**src/logic/gpio_cfg.svh**
```systemverilog
// Address map, reset defaults and sizes of the eight-port GPIO bank.
// Assumes inclusion by bare name from the package and the bank top.
`ifndef GPIO_CFG_SVH
`define GPIO_CFG_SVH

// ****************************************
// Sizes
// ****************************************
`define GPIO_PORTS 8
`define GPIO_WIDTH 8
`define GPIO_ALL_PINS 64

// ****************************************
// Register offsets within one port window
// ****************************************
`define GPIO_OFS_DATA 8'h00
`define GPIO_OFS_DIR 8'h04
`define GPIO_OFS_AFSEL 8'h08
`define GPIO_OFS_DEN 8'h0C
`define GPIO_OFS_PUR 8'h10
`define GPIO_OFS_PDR 8'h14
`define GPIO_OFS_PIN 8'h18

// ****************************************
// Port window fields of the byte address
// ****************************************
`define GPIO_PORT_MSB 10
`define GPIO_PORT_LSB 8
`define GPIO_MAP_TOP 11

// ****************************************
// Debug pin defaults
// ****************************************
`define GPIO_IDX_B 3'h1
`define GPIO_IDX_C 3'h2
`define GPIO_DBG_B 8'h80
`define GPIO_DBG_C 8'h0F
`define GPIO_RST_ZERO 8'h00
`define GPIO_TRST_BIT 7
// Synchroniser reset level: port B bit seven idles high on its pull-up
`define GPIO_SYNC_IDLE 64'h0000_0000_0000_8000

`endif

```
**src/logic/gpio_pkg.sv**
```systemverilog
// Types shared by the GPIO bank and its helpers.
// Assumes gpio_cfg.svh on the include path.
`include "gpio_cfg.svh"

package gpio_pkg;

  // ****************************************
  // Register select
  // ****************************************
  typedef enum logic [2:0] {
    sel_none = 3'b000,
    sel_data = 3'b001,
    sel_dir = 3'b010,
    sel_afsel = 3'b011,
    sel_den = 3'b100,
    sel_pur = 3'b101,
    sel_pdr = 3'b110,
    sel_pin = 3'b111
  } reg_sel_t;

  // ****************************************
  // Pad and peripheral carriers
  // ****************************************
  typedef struct packed {
    logic [`GPIO_WIDTH-1:0] out;
    logic [`GPIO_WIDTH-1:0] oe;
    logic [`GPIO_WIDTH-1:0] pu;
    logic [`GPIO_WIDTH-1:0] pd;
  } pad_drive_t;

  typedef struct packed {
    logic [`GPIO_WIDTH-1:0] out;
    logic [`GPIO_WIDTH-1:0] oe;
  } periph_t;

endpackage

```
**src/logic/gpio_pin_sync.sv**
```systemverilog
// Three-stage synchroniser for every pad input of the bank.
// Assumes raw pads are asynchronous to core_clk.
`timescale 1ns/1ns
`include "gpio_cfg.svh"

module gpio_pin_sync
  import gpio_pkg::*;
(
  // Clock and reset
  input wire logic core_clk,
  input wire logic nrst,
  // Pads in, clean levels out
  input wire logic [`GPIO_ALL_PINS-1:0] raw,
  output logic [`GPIO_ALL_PINS-1:0] clean
);

  logic [`GPIO_ALL_PINS-1:0] ff1;
  logic [`GPIO_ALL_PINS-1:0] ff2;
  logic [`GPIO_ALL_PINS-1:0] ff3;
  logic [`GPIO_ALL_PINS-1:0] next_clean;

  // Accept a change only once stages two and three agree
  always_comb begin
    next_clean = (~(ff2 ^ ff3) & ff3) | ((ff2 ^ ff3) & clean);
  end

  // First stage feeds only the second, to keep metastability contained
  always_ff @(posedge core_clk or negedge nrst) begin
    if (!nrst) begin
      ff1 <= `GPIO_SYNC_IDLE; // Idle levels, so no false test reset follows reset
      ff2 <= `GPIO_SYNC_IDLE;
      ff3 <= `GPIO_SYNC_IDLE;
      clean <= `GPIO_SYNC_IDLE;
    end else begin
      ff1 <= raw;
      ff2 <= ff1;
      ff3 <= ff2;
      clean <= next_clean;
    end
  end

endmodule

```
**src/logic/gpio_pad_mux.sv**
```systemverilog
// Pad drive selection for one eight-pin port.
// Assumes registered inputs; the caller registers the result.
`timescale 1ns/1ns
`include "gpio_cfg.svh"

module gpio_pad_mux
  import gpio_pkg::*;
(
  // Port configuration
  input wire logic [`GPIO_WIDTH-1:0] afsel,
  input wire logic [`GPIO_WIDTH-1:0] den,
  input wire logic [`GPIO_WIDTH-1:0] dir,
  input wire logic [`GPIO_WIDTH-1:0] data,
  // Owning peripheral
  input wire periph_t periph,
  // Next pad drive
  output logic [`GPIO_WIDTH-1:0] next_out,
  output logic [`GPIO_WIDTH-1:0] next_oe
);

  // Peripheral owns a pin when selected, else data and direction do;
  // a pad with digital disabled never drives
  always_comb begin
    next_oe = den & ((afsel & periph.oe) | (~afsel & dir));
    next_out = den & ((afsel & periph.out) | (~afsel & data));
  end

endmodule

```
**src/logic/gpio_bank.sv**
```systemverilog
// Eight identical GPIO ports behind one APB slave.
// Assumes a single core_clk domain; pads arrive asynchronously.
`timescale 1ns/1ns
`include "gpio_cfg.svh"

// Functional notes
// - After reset ordinary pins are undriven with alternate select, digital enable and pulls all zero.
// - The five debug pins reset with alternate select, digital enable and pull-up set.
// - Power-on reset and external reset both restore these defaults.
// - After reset port B bit seven is the test-reset input and a low on it resets the JTAG controller.
// - There are eight identical ports, each with its own registers and pins.
// - Each pin has its own direction bit.
// - A pin with direction zero is an input and its data bit captures the pad level.
// - A pin with direction one is an output and its data bit drives the pad.
// - With alternate select set the owning peripheral controls the pin, else data and direction do.
// - Digital enable gates each pad's drive and data capture, but not pad_value or the pin status read.
module gpio_bank
  import gpio_pkg::*;
(
  // Clock and reset
  input wire logic core_clk,
  input wire logic nrst,
  // APB slave
  input wire logic psel,
  input wire logic penable,
  input wire logic pwrite,
  input wire logic [11:0] paddr,
  input wire logic [31:0] pwdata,
  output logic [31:0] prdata,
  output logic pready,
  output logic pslverr,
  // Pads
  input wire logic [`GPIO_PORTS-1:0][`GPIO_WIDTH-1:0] pad_in,
  output pad_drive_t [`GPIO_PORTS-1:0] pad_drive,
  // Peripherals
  input wire periph_t [`GPIO_PORTS-1:0] periph,
  output logic [`GPIO_PORTS-1:0][`GPIO_WIDTH-1:0] pad_value,
  output logic jtag_trst_n
);

  // ****************************************
  // Decode helpers
  // ****************************************

  // Register within a port window; sel_none for holes
  function automatic reg_sel_t reg_sel(input logic [11:0] a);
    reg_sel_t s;
    s = sel_none;
    if (a[`GPIO_MAP_TOP]) begin
      s = sel_none;
    end else if (a[7:0] == `GPIO_OFS_DATA) begin
      s = sel_data;
    end else if (a[7:0] == `GPIO_OFS_DIR) begin
      s = sel_dir;
    end else if (a[7:0] == `GPIO_OFS_AFSEL) begin
      s = sel_afsel;
    end else if (a[7:0] == `GPIO_OFS_DEN) begin
      s = sel_den;
    end else if (a[7:0] == `GPIO_OFS_PUR) begin
      s = sel_pur;
    end else if (a[7:0] == `GPIO_OFS_PDR) begin
      s = sel_pdr;
    end else if (a[7:0] == `GPIO_OFS_PIN) begin
      s = sel_pin;
    end
    return s;
  endfunction

  // Reset value of the debug-owned bits of a port
  function automatic logic [7:0] dbg_mask(input logic [2:0] p);
    logic [7:0] m;
    m = `GPIO_RST_ZERO;
    if (p == `GPIO_IDX_B) begin
      m = `GPIO_DBG_B;
    end else if (p == `GPIO_IDX_C) begin
      m = `GPIO_DBG_C;
    end
    return m;
  endfunction

  // ****************************************
  // Storage
  // ****************************************
  logic [7:0] data [`GPIO_PORTS];
  logic [7:0] dir [`GPIO_PORTS];
  logic [7:0] afsel [`GPIO_PORTS];
  logic [7:0] den [`GPIO_PORTS];
  logic [7:0] pur [`GPIO_PORTS];
  logic [7:0] pdr [`GPIO_PORTS];
  logic [7:0] out_q [`GPIO_PORTS];
  logic [7:0] oe_q [`GPIO_PORTS];
  logic [7:0] next_data [`GPIO_PORTS];
  logic [7:0] next_dir [`GPIO_PORTS];
  logic [7:0] next_afsel [`GPIO_PORTS];
  logic [7:0] next_den [`GPIO_PORTS];
  logic [7:0] next_pur [`GPIO_PORTS];
  logic [7:0] next_pdr [`GPIO_PORTS];
  logic [7:0] mux_out [`GPIO_PORTS];
  logic [7:0] mux_oe [`GPIO_PORTS];
  logic [`GPIO_ALL_PINS-1:0] pin_clean;
  logic [7:0] pin_sync [`GPIO_PORTS];
  logic next_trst_n;
  logic [31:0] next_prdata;
  logic next_pready;
  logic next_pslverr;
  reg_sel_t sel;
  logic [2:0] port;
  logic wr_go;

  // ****************************************
  // Pad input synchroniser
  // ****************************************

  // All pads share one bank of three-stage synchronisers
  gpio_pin_sync u_sync (
    .core_clk(core_clk),
    .nrst(nrst),
    .raw(pad_in),
    .clean(pin_clean)
  );

  // ****************************************
  // Per-port drive selection
  // ****************************************
  genvar g;
  generate
    for (g = 0; g < `GPIO_PORTS; g++) begin : g_port
      // Eight identical copies of the port logic
      gpio_pad_mux u_mux (
        .afsel(afsel[g]),
        .den(den[g]),
        .dir(dir[g]),
        .data(data[g]),
        .periph(periph[g]),
        .next_out(mux_out[g]),
        .next_oe(mux_oe[g])
      );
      assign pin_sync[g] = pin_clean[g*8 +: 8];
      assign pad_drive[g] = '{out: out_q[g], oe: oe_q[g], pu: pur[g], pd: pdr[g]};
      assign pad_value[g] = pin_sync[g];
    end
  endgenerate

  // ****************************************
  // Register next state
  // ****************************************

  // Writes land only at the access edge that sees pready
  assign wr_go = psel & penable & pwrite & pready;
  assign sel = reg_sel(paddr);
  assign port = paddr[`GPIO_PORT_MSB:`GPIO_PORT_LSB];

  always_comb begin
    for (int i = 0; i < `GPIO_PORTS; i++) begin
      next_dir[i] = dir[i];
      next_afsel[i] = afsel[i];
      next_den[i] = den[i];
      next_pur[i] = pur[i];
      next_pdr[i] = pdr[i];
      next_data[i] = data[i];
      if (wr_go && port == 3'(i)) begin
        if (sel == sel_dir) begin
          next_dir[i] = pwdata[7:0];
        end else if (sel == sel_afsel) begin
          next_afsel[i] = pwdata[7:0];
        end else if (sel == sel_den) begin
          next_den[i] = pwdata[7:0];
        end else if (sel == sel_pur) begin
          next_pur[i] = pwdata[7:0];
        end else if (sel == sel_pdr) begin
          next_pdr[i] = pwdata[7:0];
        end else if (sel == sel_data) begin
          next_data[i] = pwdata[7:0];
        end
      end
      // Input bits follow the pad; a digitally disabled input reads zero
      next_data[i] = (dir[i] & next_data[i]) | (~dir[i] & den[i] & pin_sync[i]);
    end
    // Test-reset follows the pin level while the pin is in its debug role
    next_trst_n = ~(afsel[1][`GPIO_TRST_BIT] & den[1][`GPIO_TRST_BIT])
      | pin_sync[1][`GPIO_TRST_BIT];
  end

  // Async reset loads debug defaults on the five shared pins
  always_ff @(posedge core_clk or negedge nrst) begin
    if (!nrst) begin
      for (int i = 0; i < `GPIO_PORTS; i++) begin
        data[i] <= `GPIO_RST_ZERO;
        dir[i] <= `GPIO_RST_ZERO;
        afsel[i] <= dbg_mask(3'(i));
        den[i] <= dbg_mask(3'(i));
        pur[i] <= dbg_mask(3'(i));
        pdr[i] <= `GPIO_RST_ZERO;
        out_q[i] <= `GPIO_RST_ZERO;
        oe_q[i] <= `GPIO_RST_ZERO;
      end
      jtag_trst_n <= 1'b1;
    end else begin
      for (int i = 0; i < `GPIO_PORTS; i++) begin
        data[i] <= next_data[i];
        dir[i] <= next_dir[i];
        afsel[i] <= next_afsel[i];
        den[i] <= next_den[i];
        pur[i] <= next_pur[i];
        pdr[i] <= next_pdr[i];
        out_q[i] <= mux_out[i];
        oe_q[i] <= mux_oe[i];
      end
      jtag_trst_n <= next_trst_n;
    end
  end

  // ****************************************
  // APB answer
  // ****************************************

  // Answer is prepared in setup so pready and prdata leave a flop
  always_comb begin
    next_pready = 1'b0;
    next_pslverr = 1'b0;
    next_prdata = prdata;
    if (psel && !penable) begin
      next_pready = 1'b1;
      next_pslverr = (sel == sel_none);
      next_prdata = 32'h0000_0000;
      if (!pwrite) begin
        if (sel == sel_data) begin
          next_prdata[7:0] = data[port];
        end else if (sel == sel_dir) begin
          next_prdata[7:0] = dir[port];
        end else if (sel == sel_afsel) begin
          next_prdata[7:0] = afsel[port];
        end else if (sel == sel_den) begin
          next_prdata[7:0] = den[port];
        end else if (sel == sel_pur) begin
          next_prdata[7:0] = pur[port];
        end else if (sel == sel_pdr) begin
          next_prdata[7:0] = pdr[port];
        end else if (sel == sel_pin) begin
          next_prdata[7:0] = pin_sync[port];
        end
      end
    end
  end

  always_ff @(posedge core_clk or negedge nrst) begin
    if (!nrst) begin
      prdata <= 32'h0000_0000;
      pready <= 1'b0;
      pslverr <= 1'b0;
    end else begin
      prdata <= next_prdata;
      pready <= next_pready;
      pslverr <= next_pslverr;
    end
  end

  // ****************************************
  // Assertions
  // ****************************************
  logic first_cyc;

  // Marks the first edge after reset release
  always_ff @(posedge core_clk or negedge nrst) begin
    if (!nrst) begin
      first_cyc <= 1'b1;
    end else begin
      first_cyc <= 1'b0;
    end
  end

  generate
    for (g = 0; g < `GPIO_PORTS; g++) begin : g_chk

    end
  endgenerate
endmodule

```
**config.mk**
```make
export PLATFORM = sky130hd
export DESIGN_NAME = gpio_bank
export DESIGN_NICKNAME = d
export VERILOG_FILES = /design/src/logic/gpio_pkg.sv /design/src/logic/gpio_pin_sync.sv /design/src/logic/gpio_pad_mux.sv /design/src/logic/gpio_bank.sv
export VERILOG_INCLUDE_DIRS = /design/src /design/src/logic
export SDC_FILE = /design/constraint.sdc
export NUM_CORES = 1
export LEC_CHECK = 0
export ABC_CLOCK_PERIOD_IN_PS = 2200
export CAP_MARGIN = 20
export CORE_ASPECT_RATIO = 1.4
export CORE_MARGIN = 2
export CORE_UTILIZATION = 45
export CTS_CLUSTER_SIZE = 20
export DETAILED_ROUTE_END_ITERATION = 10
export DONT_BUFFER_PORTS = 1
export RECOVER_POWER = 100
export SYNTH_ARGS = -nofsm -noshare
export SYNTH_HDL_FRONTEND = slang
export SYNTH_SLANG_ARGS = --single-unit
```
**constraint.sdc**
```tcl
create_clock -name core_clk -period 2.2 [get_ports core_clk]
set_input_delay 0.22 -clock core_clk [delete_from_list [all_inputs] [get_ports core_clk]]
set_output_delay 0.22 -clock core_clk [all_outputs]
set_load 0.01 [all_outputs]
```
==> results of run 1 <==
==> synth_stat cells, types with 3 or more instances <==
cell / instances
o2bb2ai_1: 7
nand2_1: 129
a221oi_1: 5
o22ai_1: 14
mux2_2: 331
buf_4: 34
dfrtp_1: 759
and2_1: 4
dfstp_2: 20
buf_2: 21
nor2b_1: 134
buf_6: 8
mux2i_1: 290
and3_1: 5
nand4_1: 3
mux4_2: 94
nor3_2: 3
a22oi_1: 3
a2111oi_0: 5
nand2_2: 13
nand3_1: 10
a21oi_1: 19
clkbuf_1: 49
nand2b_1: 4
nor2_1: 23
a211oi_1: 5
maj3_1: 64
o21ai_0: 24
a31oi_1: 9
nor2_2: 18
inv_1: 4
nor2_4: 7
nor4_1: 4
==> worst max path at each step <==
| stage | startpoint | endpoint | slack [ps] | cells after the start |
|---|---|---|---|---|
| after floorplan | paddr[8] | prdata[3] | 270 | 7 |
| after global placement | paddr[7] | data[20] | 20 | 8 |
| after detailed placement | paddr[7] | data[17] | 20 | 8 |
| after CTS | pready | data[17] | 60 | 9 |
| after global routing | pready | pad_drive[171] | 2 | 8 |
| final | nrst | pad_drive[171] | -1200 | 0 |
==> final cells by class <==
class | instances | area [um2]
fill | 5879 | 32440
tap | 944 | 1181
clock inverter | 36 | 481.7
multi-input combinational | 1270 | 12040
inverter | 4 | 15.01
clock buffer | 104 | 2211
timing repair buffer | 353 | 3221
sequential | 779 | 19520
antenna | 2 | 5.005
==> per-stage QoR <==
stage | TNS [ps] | total power [mW]
after floorplan | 0 | 15.69
after global placement | 0 | 15.81
after detailed placement | 0 | 15.83
after CTS | 0 | 30.34
after global routing | 0 | 30.92
final | -348900 | 30.00
==> power by group through the flow <==
| stage | Sequential (mW) | Combinational [mW] | Clock (mW) |
|---|---|---|---|
| 3_3_place_gp | 15.2 | 0.656 | 0 |
| 5_1_grt | 14.9 | 1.19 | 14.8 |
| 4_1_cts | 14.9 | 1.18 | 14.3 |
| 3_5_place_dp | 15.2 | 0.664 | 0 |
| 6_report | 14.9 | 1.14 | 14.0 |
| 2_1_floorplan | 15.1 | 0.579 | 0 |
==> cell families after synthesis <==
logic type / share of synthesized area, %
buffers and inverters: 2.055
DFF: 60.59
AOI/OAI and AO/OA: 1.962
muxes: 27.22
adders and majority gates: 1.989
other: 0.01164
and+or+nand+nor: 6.164
==> timing repair <==
item / 4_1_cts / 5_1_grt
setup buffers: 0 / 2
gates resized for setup: 0 / 4
setup endpoints to repair: 0 / 20
endpoints found under the hold margin: 1365 / 779
==> registers in the layout, summed over array words and instances, names as in the netlist, named ones only <==
name	flops
afsel	64
data	64
den	64
dir	64
jtag_trst_n	1
pad_drive	256
prdata	8
pready	1
pslverr	1
u_sync.ff1	64
u_sync.ff2	64
u_sync.ff3	64
==> cells in the final DEF (no fill, tap or decap), types with 28 or more instances in the layout <==
cell and n:
buf_4 35, dfrtp_1 759, nor2b_1 134, clkbuf_1 59
nand2_1 134, maj3_1 64, clkbuf_16 79, mux4_2 94
dlygate4sd3_1 207, mux2i_1 290, clkbuf_2 28, nor2_1 39
mux2_2 331
==> metal layers <==
metal / share of wire (%) / vias up / routed length, um / GRT usage [%]
li1: - / 8378 / - / -
met1: 38 / 10620 / 40660 / 35.13
met2: 51 / 846 / 55220 / 50.86
met3: 7.2 / 190 / 7790 / 7.059
met4: 4.2 / 0 / 4519 / 12.26
met5: 0 / - / 0 / 0
==> impl_metrics.env, run 1 <==
export IMPL_pwr_share_comb_pct=3.8
export IMPL_period_minus_slack_ps=3396
export IMPL_drv_slew=695
export IMPL_r2r_cells=8
export IMPL_gp_congestion=1.000
export IMPL_rr_endpoint="pad_drive[171]"
export IMPL_clock_sinks=779
export IMPL_routed_wl_mm=108.2
export IMPL_swShare_pct=22.35
export IMPL_whs_ps=-715.0
export IMPL_insertion_delay_ps=660
export IMPL_drive_gt1_share_pct=26.87
export IMPL_yosysSeqAreaShare_pct=60.59
export IMPL_stdcell_count=3492
export IMPL_slew_headroom_pct=-252.5
export IMPL_nets=2727
export IMPL_worst_slew_pin_transition_ps=5288
export IMPL_violations="hold timing, slew limit, setup timing"
export IMPL_async_reset_ff_share_pct=100.0
export IMPL_max_cap_viol_count=0
export IMPL_hold_viol=216
export IMPL_dieArea_um2=73770
export IMPL_avgSynthCellArea_um2=15.02
export IMPL_finalSetupViolations=418
export IMPL_rsz0062_at_grt="no"
export IMPL_htreeDepth=3
export IMPL_placed_area_um2=34220
export IMPL_vias=20030
export IMPL_path_class="primary input to async pin"
export IMPL_pre_cts_ws_ps=21.65
export IMPL_syn_area_um2=32210
export IMPL_final_setup_worst_slack_ps=-1196
export IMPL_grt_pass1_vias=21700
export IMPL_drt_initial_drc_count=1706
export IMPL_ys_top_cells_by_area="dfrtp_1 (59%), mux2_2 (12%), mux2i_1 (9.0%), mux4_2 (6.6%), nor2b_1 (2.6%)"
export IMPL_start_kind="primary input"
export IMPL_cts_tree="built"
export IMPL_grt_pass1_wl_mm=155.6
export IMPL_rr_startpoint="pready"
export IMPL_leakage_nw=16.94
export IMPL_cp_required_ps=1670
export IMPL_clk_path_buf_depth=3
export IMPL_synth_largest_area_cell="dfrtp_1"
export IMPL_die_h_um=320.6
export IMPL_ant_nets=0
export IMPL_cp_max_fo=779
export IMPL_netSwitchingPower_mw=6.704
export IMPL_final_util_pct=54.38
export IMPL_end_kind="async pin"
export IMPL_wire_per_inst_um=30.98
export IMPL_row_count=116
export IMPL_die_w_um=230.1
export IMPL_grt_use_total_pct=29.43
export IMPL_start_util_pct=45.29
export IMPL_synthCells=2145
export IMPL_cts_buffers=78
export IMPL_grt_max_degree=780
export IMPL_clockRootBuffer="clkbuf_16"
export IMPL_worstPathArrival_ps=2860
export IMPL_fin_crit_sh_pct=154.3
export IMPL_stdcell_area_um2=38670
export IMPL_viasPerCell=5.737
export IMPL_post_route_drc_count=0
export IMPL_io_pins=596
export IMPL_fp_coreArea_um2=71120
export IMPL_max_clock_freq_mhz=294.5
export IMPL_cts_clk_slew_worst_paths_ps=60
export IMPL_seqPwrFrac_pct=49.7
export IMPL_synth_top_area_share_pct=58.96
export IMPL_placed_cells=3133
export IMPL_pwr_share_clk_pct=46.5
export IMPL_dp_hpwl_mm=76.59
export IMPL_holdBufCountCts=215
export IMPL_grt_overflow_total=0
export IMPL_clock_skew_ps=30.26
export IMPL_powerDensity_nw_per_um2=775.7
export IMPL_internal_power_mw=23.30
export IMPL_netlist_cell_type_count=52
export IMPL_status="finished with violations"
export IMPL_ys_seq_elements=779
export IMPL_synth_edff_count=0
export IMPL_synth_ff_type="dfrtp_1"
export IMPL_antenna_found_initial=4
export IMPL_portBuffers=0
export IMPL_areaGrowthSynthToFinish_pct=20.06
export IMPL_ff2ff_setup_slack_ps=50
export IMPL_first_pass_iters=5
export IMPL_yosys_warnings=0
export IMPL_ir_worst_vdd_uv=651.4
export IMPL_hold_path_class="primary input to async pin"
Power figures use the tool's default switching activity.
==> run 2, diff against run 1 <==
CORE_MARGIN = 1   (was 2)
REMOVE_ABC_BUFFERS = 1   (was unset)
==> impl_metrics.env, run 2 (synthesis gave the netlist of run 1 again) <==
export IMPL_hold_path_class="primary input to async pin"
export IMPL_finalSetupViolations=284
export IMPL_ff2ff_setup_slack_ps=10
export IMPL_grtUsageMet2_pct=47.49
export IMPL_whs_ps=-714.3
export IMPL_status="finished with violations"
export IMPL_cts_buffers=78
export IMPL_end_kind="async pin"
export IMPL_holdBufCountCts=216
export IMPL_clock_sinks=779
export IMPL_largest_reg_flops=256
export IMPL_finalPower_mw=30.16
export IMPL_die_w_um=228.1
export IMPL_clockRootBuffer="clkbuf_16"
export IMPL_dieArea_um2=72670
export IMPL_dp_hpwl_mm=70.35
export IMPL_swShare_pct=22.44
export IMPL_areaGrowthSynthToFinish_pct=19.85
export IMPL_fp_coreArea_um2=70510
export IMPL_rr_startpoint="pready"
export IMPL_leakage_nw=16.91
export IMPL_pwr_share_comb_pct=4.1
export IMPL_clk_path_buf_depth=3
export IMPL_period_minus_slack_ps=2846
export IMPL_rr_endpoint="dir[59]"
export IMPL_grt_met1_usage_pct=36.60
export IMPL_grt_max_degree=780
export IMPL_hold_viol=423
export IMPL_r2r_cells=7
export IMPL_cp_max_fo=779
export IMPL_drive_gt1_share_pct=26.79
export IMPL_ir_worst_vdd_uv=705.5
export IMPL_portBuffers=0
export IMPL_fin_setup_tns_ps=-121350
export IMPL_max_cap_viol_count=0
export IMPL_final_cell_mix="dfrtp_1 (759), mux2_2 (331), mux2i_1 (290)"
export IMPL_wire_per_inst_um=29.63
export IMPL_netSwitchingPower_mw=6.768
export IMPL_cts_clk_slew_worst_paths_ps=60
export IMPL_row_count=115
export IMPL_start_kind="primary input"
export IMPL_stdcell_area_um2=38610
export IMPL_worst_slew_pin_transition_ps=4567
export IMPL_cp_required_ps=1860
export IMPL_cts_tree="built"
export IMPL_pwr_share_clk_pct=46.7
export IMPL_viasPerCell=5.700
export IMPL_fin_crit_sh_pct=129.4
export IMPL_slew_headroom_pct=-204.5
export IMPL_grt_use_total_pct=28.61
export IMPL_grt_pass1_wl_mm=150.5
export IMPL_antenna_found_initial=5
export IMPL_start_util_pct=45.69
export IMPL_htreeDepth=3
export IMPL_final_setup_worst_slack_ps=-646.1
export IMPL_clock_skew_ps=21.40
export IMPL_first_pass_iters=5
export IMPL_rsz0062_at_grt="yes"
export IMPL_nets=2721
export IMPL_violations="hold timing, slew limit, setup timing"
export IMPL_post_cts_buffers=0
export IMPL_vias=19840
export IMPL_max_clock_freq_mhz=351.4
export IMPL_post_route_drc_count=0
export IMPL_worstPathArrival_ps=2500
export IMPL_fillerInstances=5763
export IMPL_internal_power_mw=23.40
export IMPL_path_class="primary input to async pin"
export IMPL_grt_pass1_vias=21060
export IMPL_insertion_delay_ps=650
export IMPL_drv_slew=634
export IMPL_layout_cells_most_common="dfrtp_1"
export IMPL_ant_nets=0
export IMPL_drt_initial_drc_count=1472
export IMPL_top_usage_layer="met2"
export IMPL_met3_usage_pct=6.384
export IMPL_io_pins=596
export IMPL_die_h_um=318.6
export IMPL_grt_overflow_total=0
export IMPL_powerDensity_nw_per_um2=781.3
export IMPL_routed_wl_mm=103.1
export IMPL_placed_area_um2=34190
export IMPL_gp_congestion=0.9433
export IMPL_seqPwrFrac_pct=49.2
## run 2: cell count changes in the layout (fill, tap and decap cells not counted), sizes merged
| cell | delta |
|---|---|
| dlygate4sd3 | +1 |
| diode | +1 |
| clkinv | -3 |
| buf | -5 |
| clkinvlp | -1 |
| inv | +2 |
| clkbuf | +1 |
| bufbuf | +1 |
## run 2: power groups by stage
stage	Sequential, mW	Combinational [mW]	Clock, mW
after floorplan	15.1	0.355	0
after global placement	15.1	0.801	0
after detailed placement	15.1	0.807	0
after CTS	14.8	1.32	14.4
after global routing	14.9	1.30	14.9
final	14.8	1.24	14.1
## run 2: repair_timing
| item | CTS | global route |
|---|---|---|
| gates resized for setup | 3 | 1 |
| pin swaps | 0 | 0 |
| endpoints found under the hold margin | 1365 | 779 |
| setup endpoints to repair | 3 | 57 |
## run 2: worst max path at each step
stage | start | end | slack (ps) | cells past startpoint
after global placement | pad_drive[67] | prdata[3] | -20 | 7
after floorplan | paddr[10] | den[53] | -480 | 5
after global routing | pready | data[27] | -60 | 8
after CTS | pad_drive[234] | prdata[2] | 9 | 6
after detailed placement | pad_drive[67] | prdata[3] | -60 | 7
final | nrst | data[51] | -650 | 0
## run 2: routing by layer
metal | wire, um | share of wire (%)
met2 | 50480 | 49
met3 | 6354 | 6.2
met4 | 3917 | 3.8
met1 | 42360 | 41
met5 | 30 | 0.029
## run 2: stage by stage
stage,instances,utilization (%),setup WS [ps]
3_5_place_dp,3120,48.50,-61.42
2_1_floorplan,2053,-,-483.6
6_report,3481,54.76,-646.1
5_1_grt,3481,54.76,-63.75
3_3_place_gp,3120,48.50,-23.97
4_1_cts,3478,55.58,9.431
## run 2: cell type report
cell class | count | area [um2] | share of cell area (%)
Sequential cell | 779 | 19520 | 50.56
Multi-Input combinational cell | 1270 | 12080 | 31.29
Timing Repair Buffer | 347 | 3100 | 8.031
Clock buffer | 108 | 2245 | 5.814
Tap cell | 936 | 1171 | 3.034
Clock inverter | 34 | 469.2 | 1.215
Inverter | 4 | 15.01 | 0.03889
Antenna cell | 3 | 7.507 | 0.01945
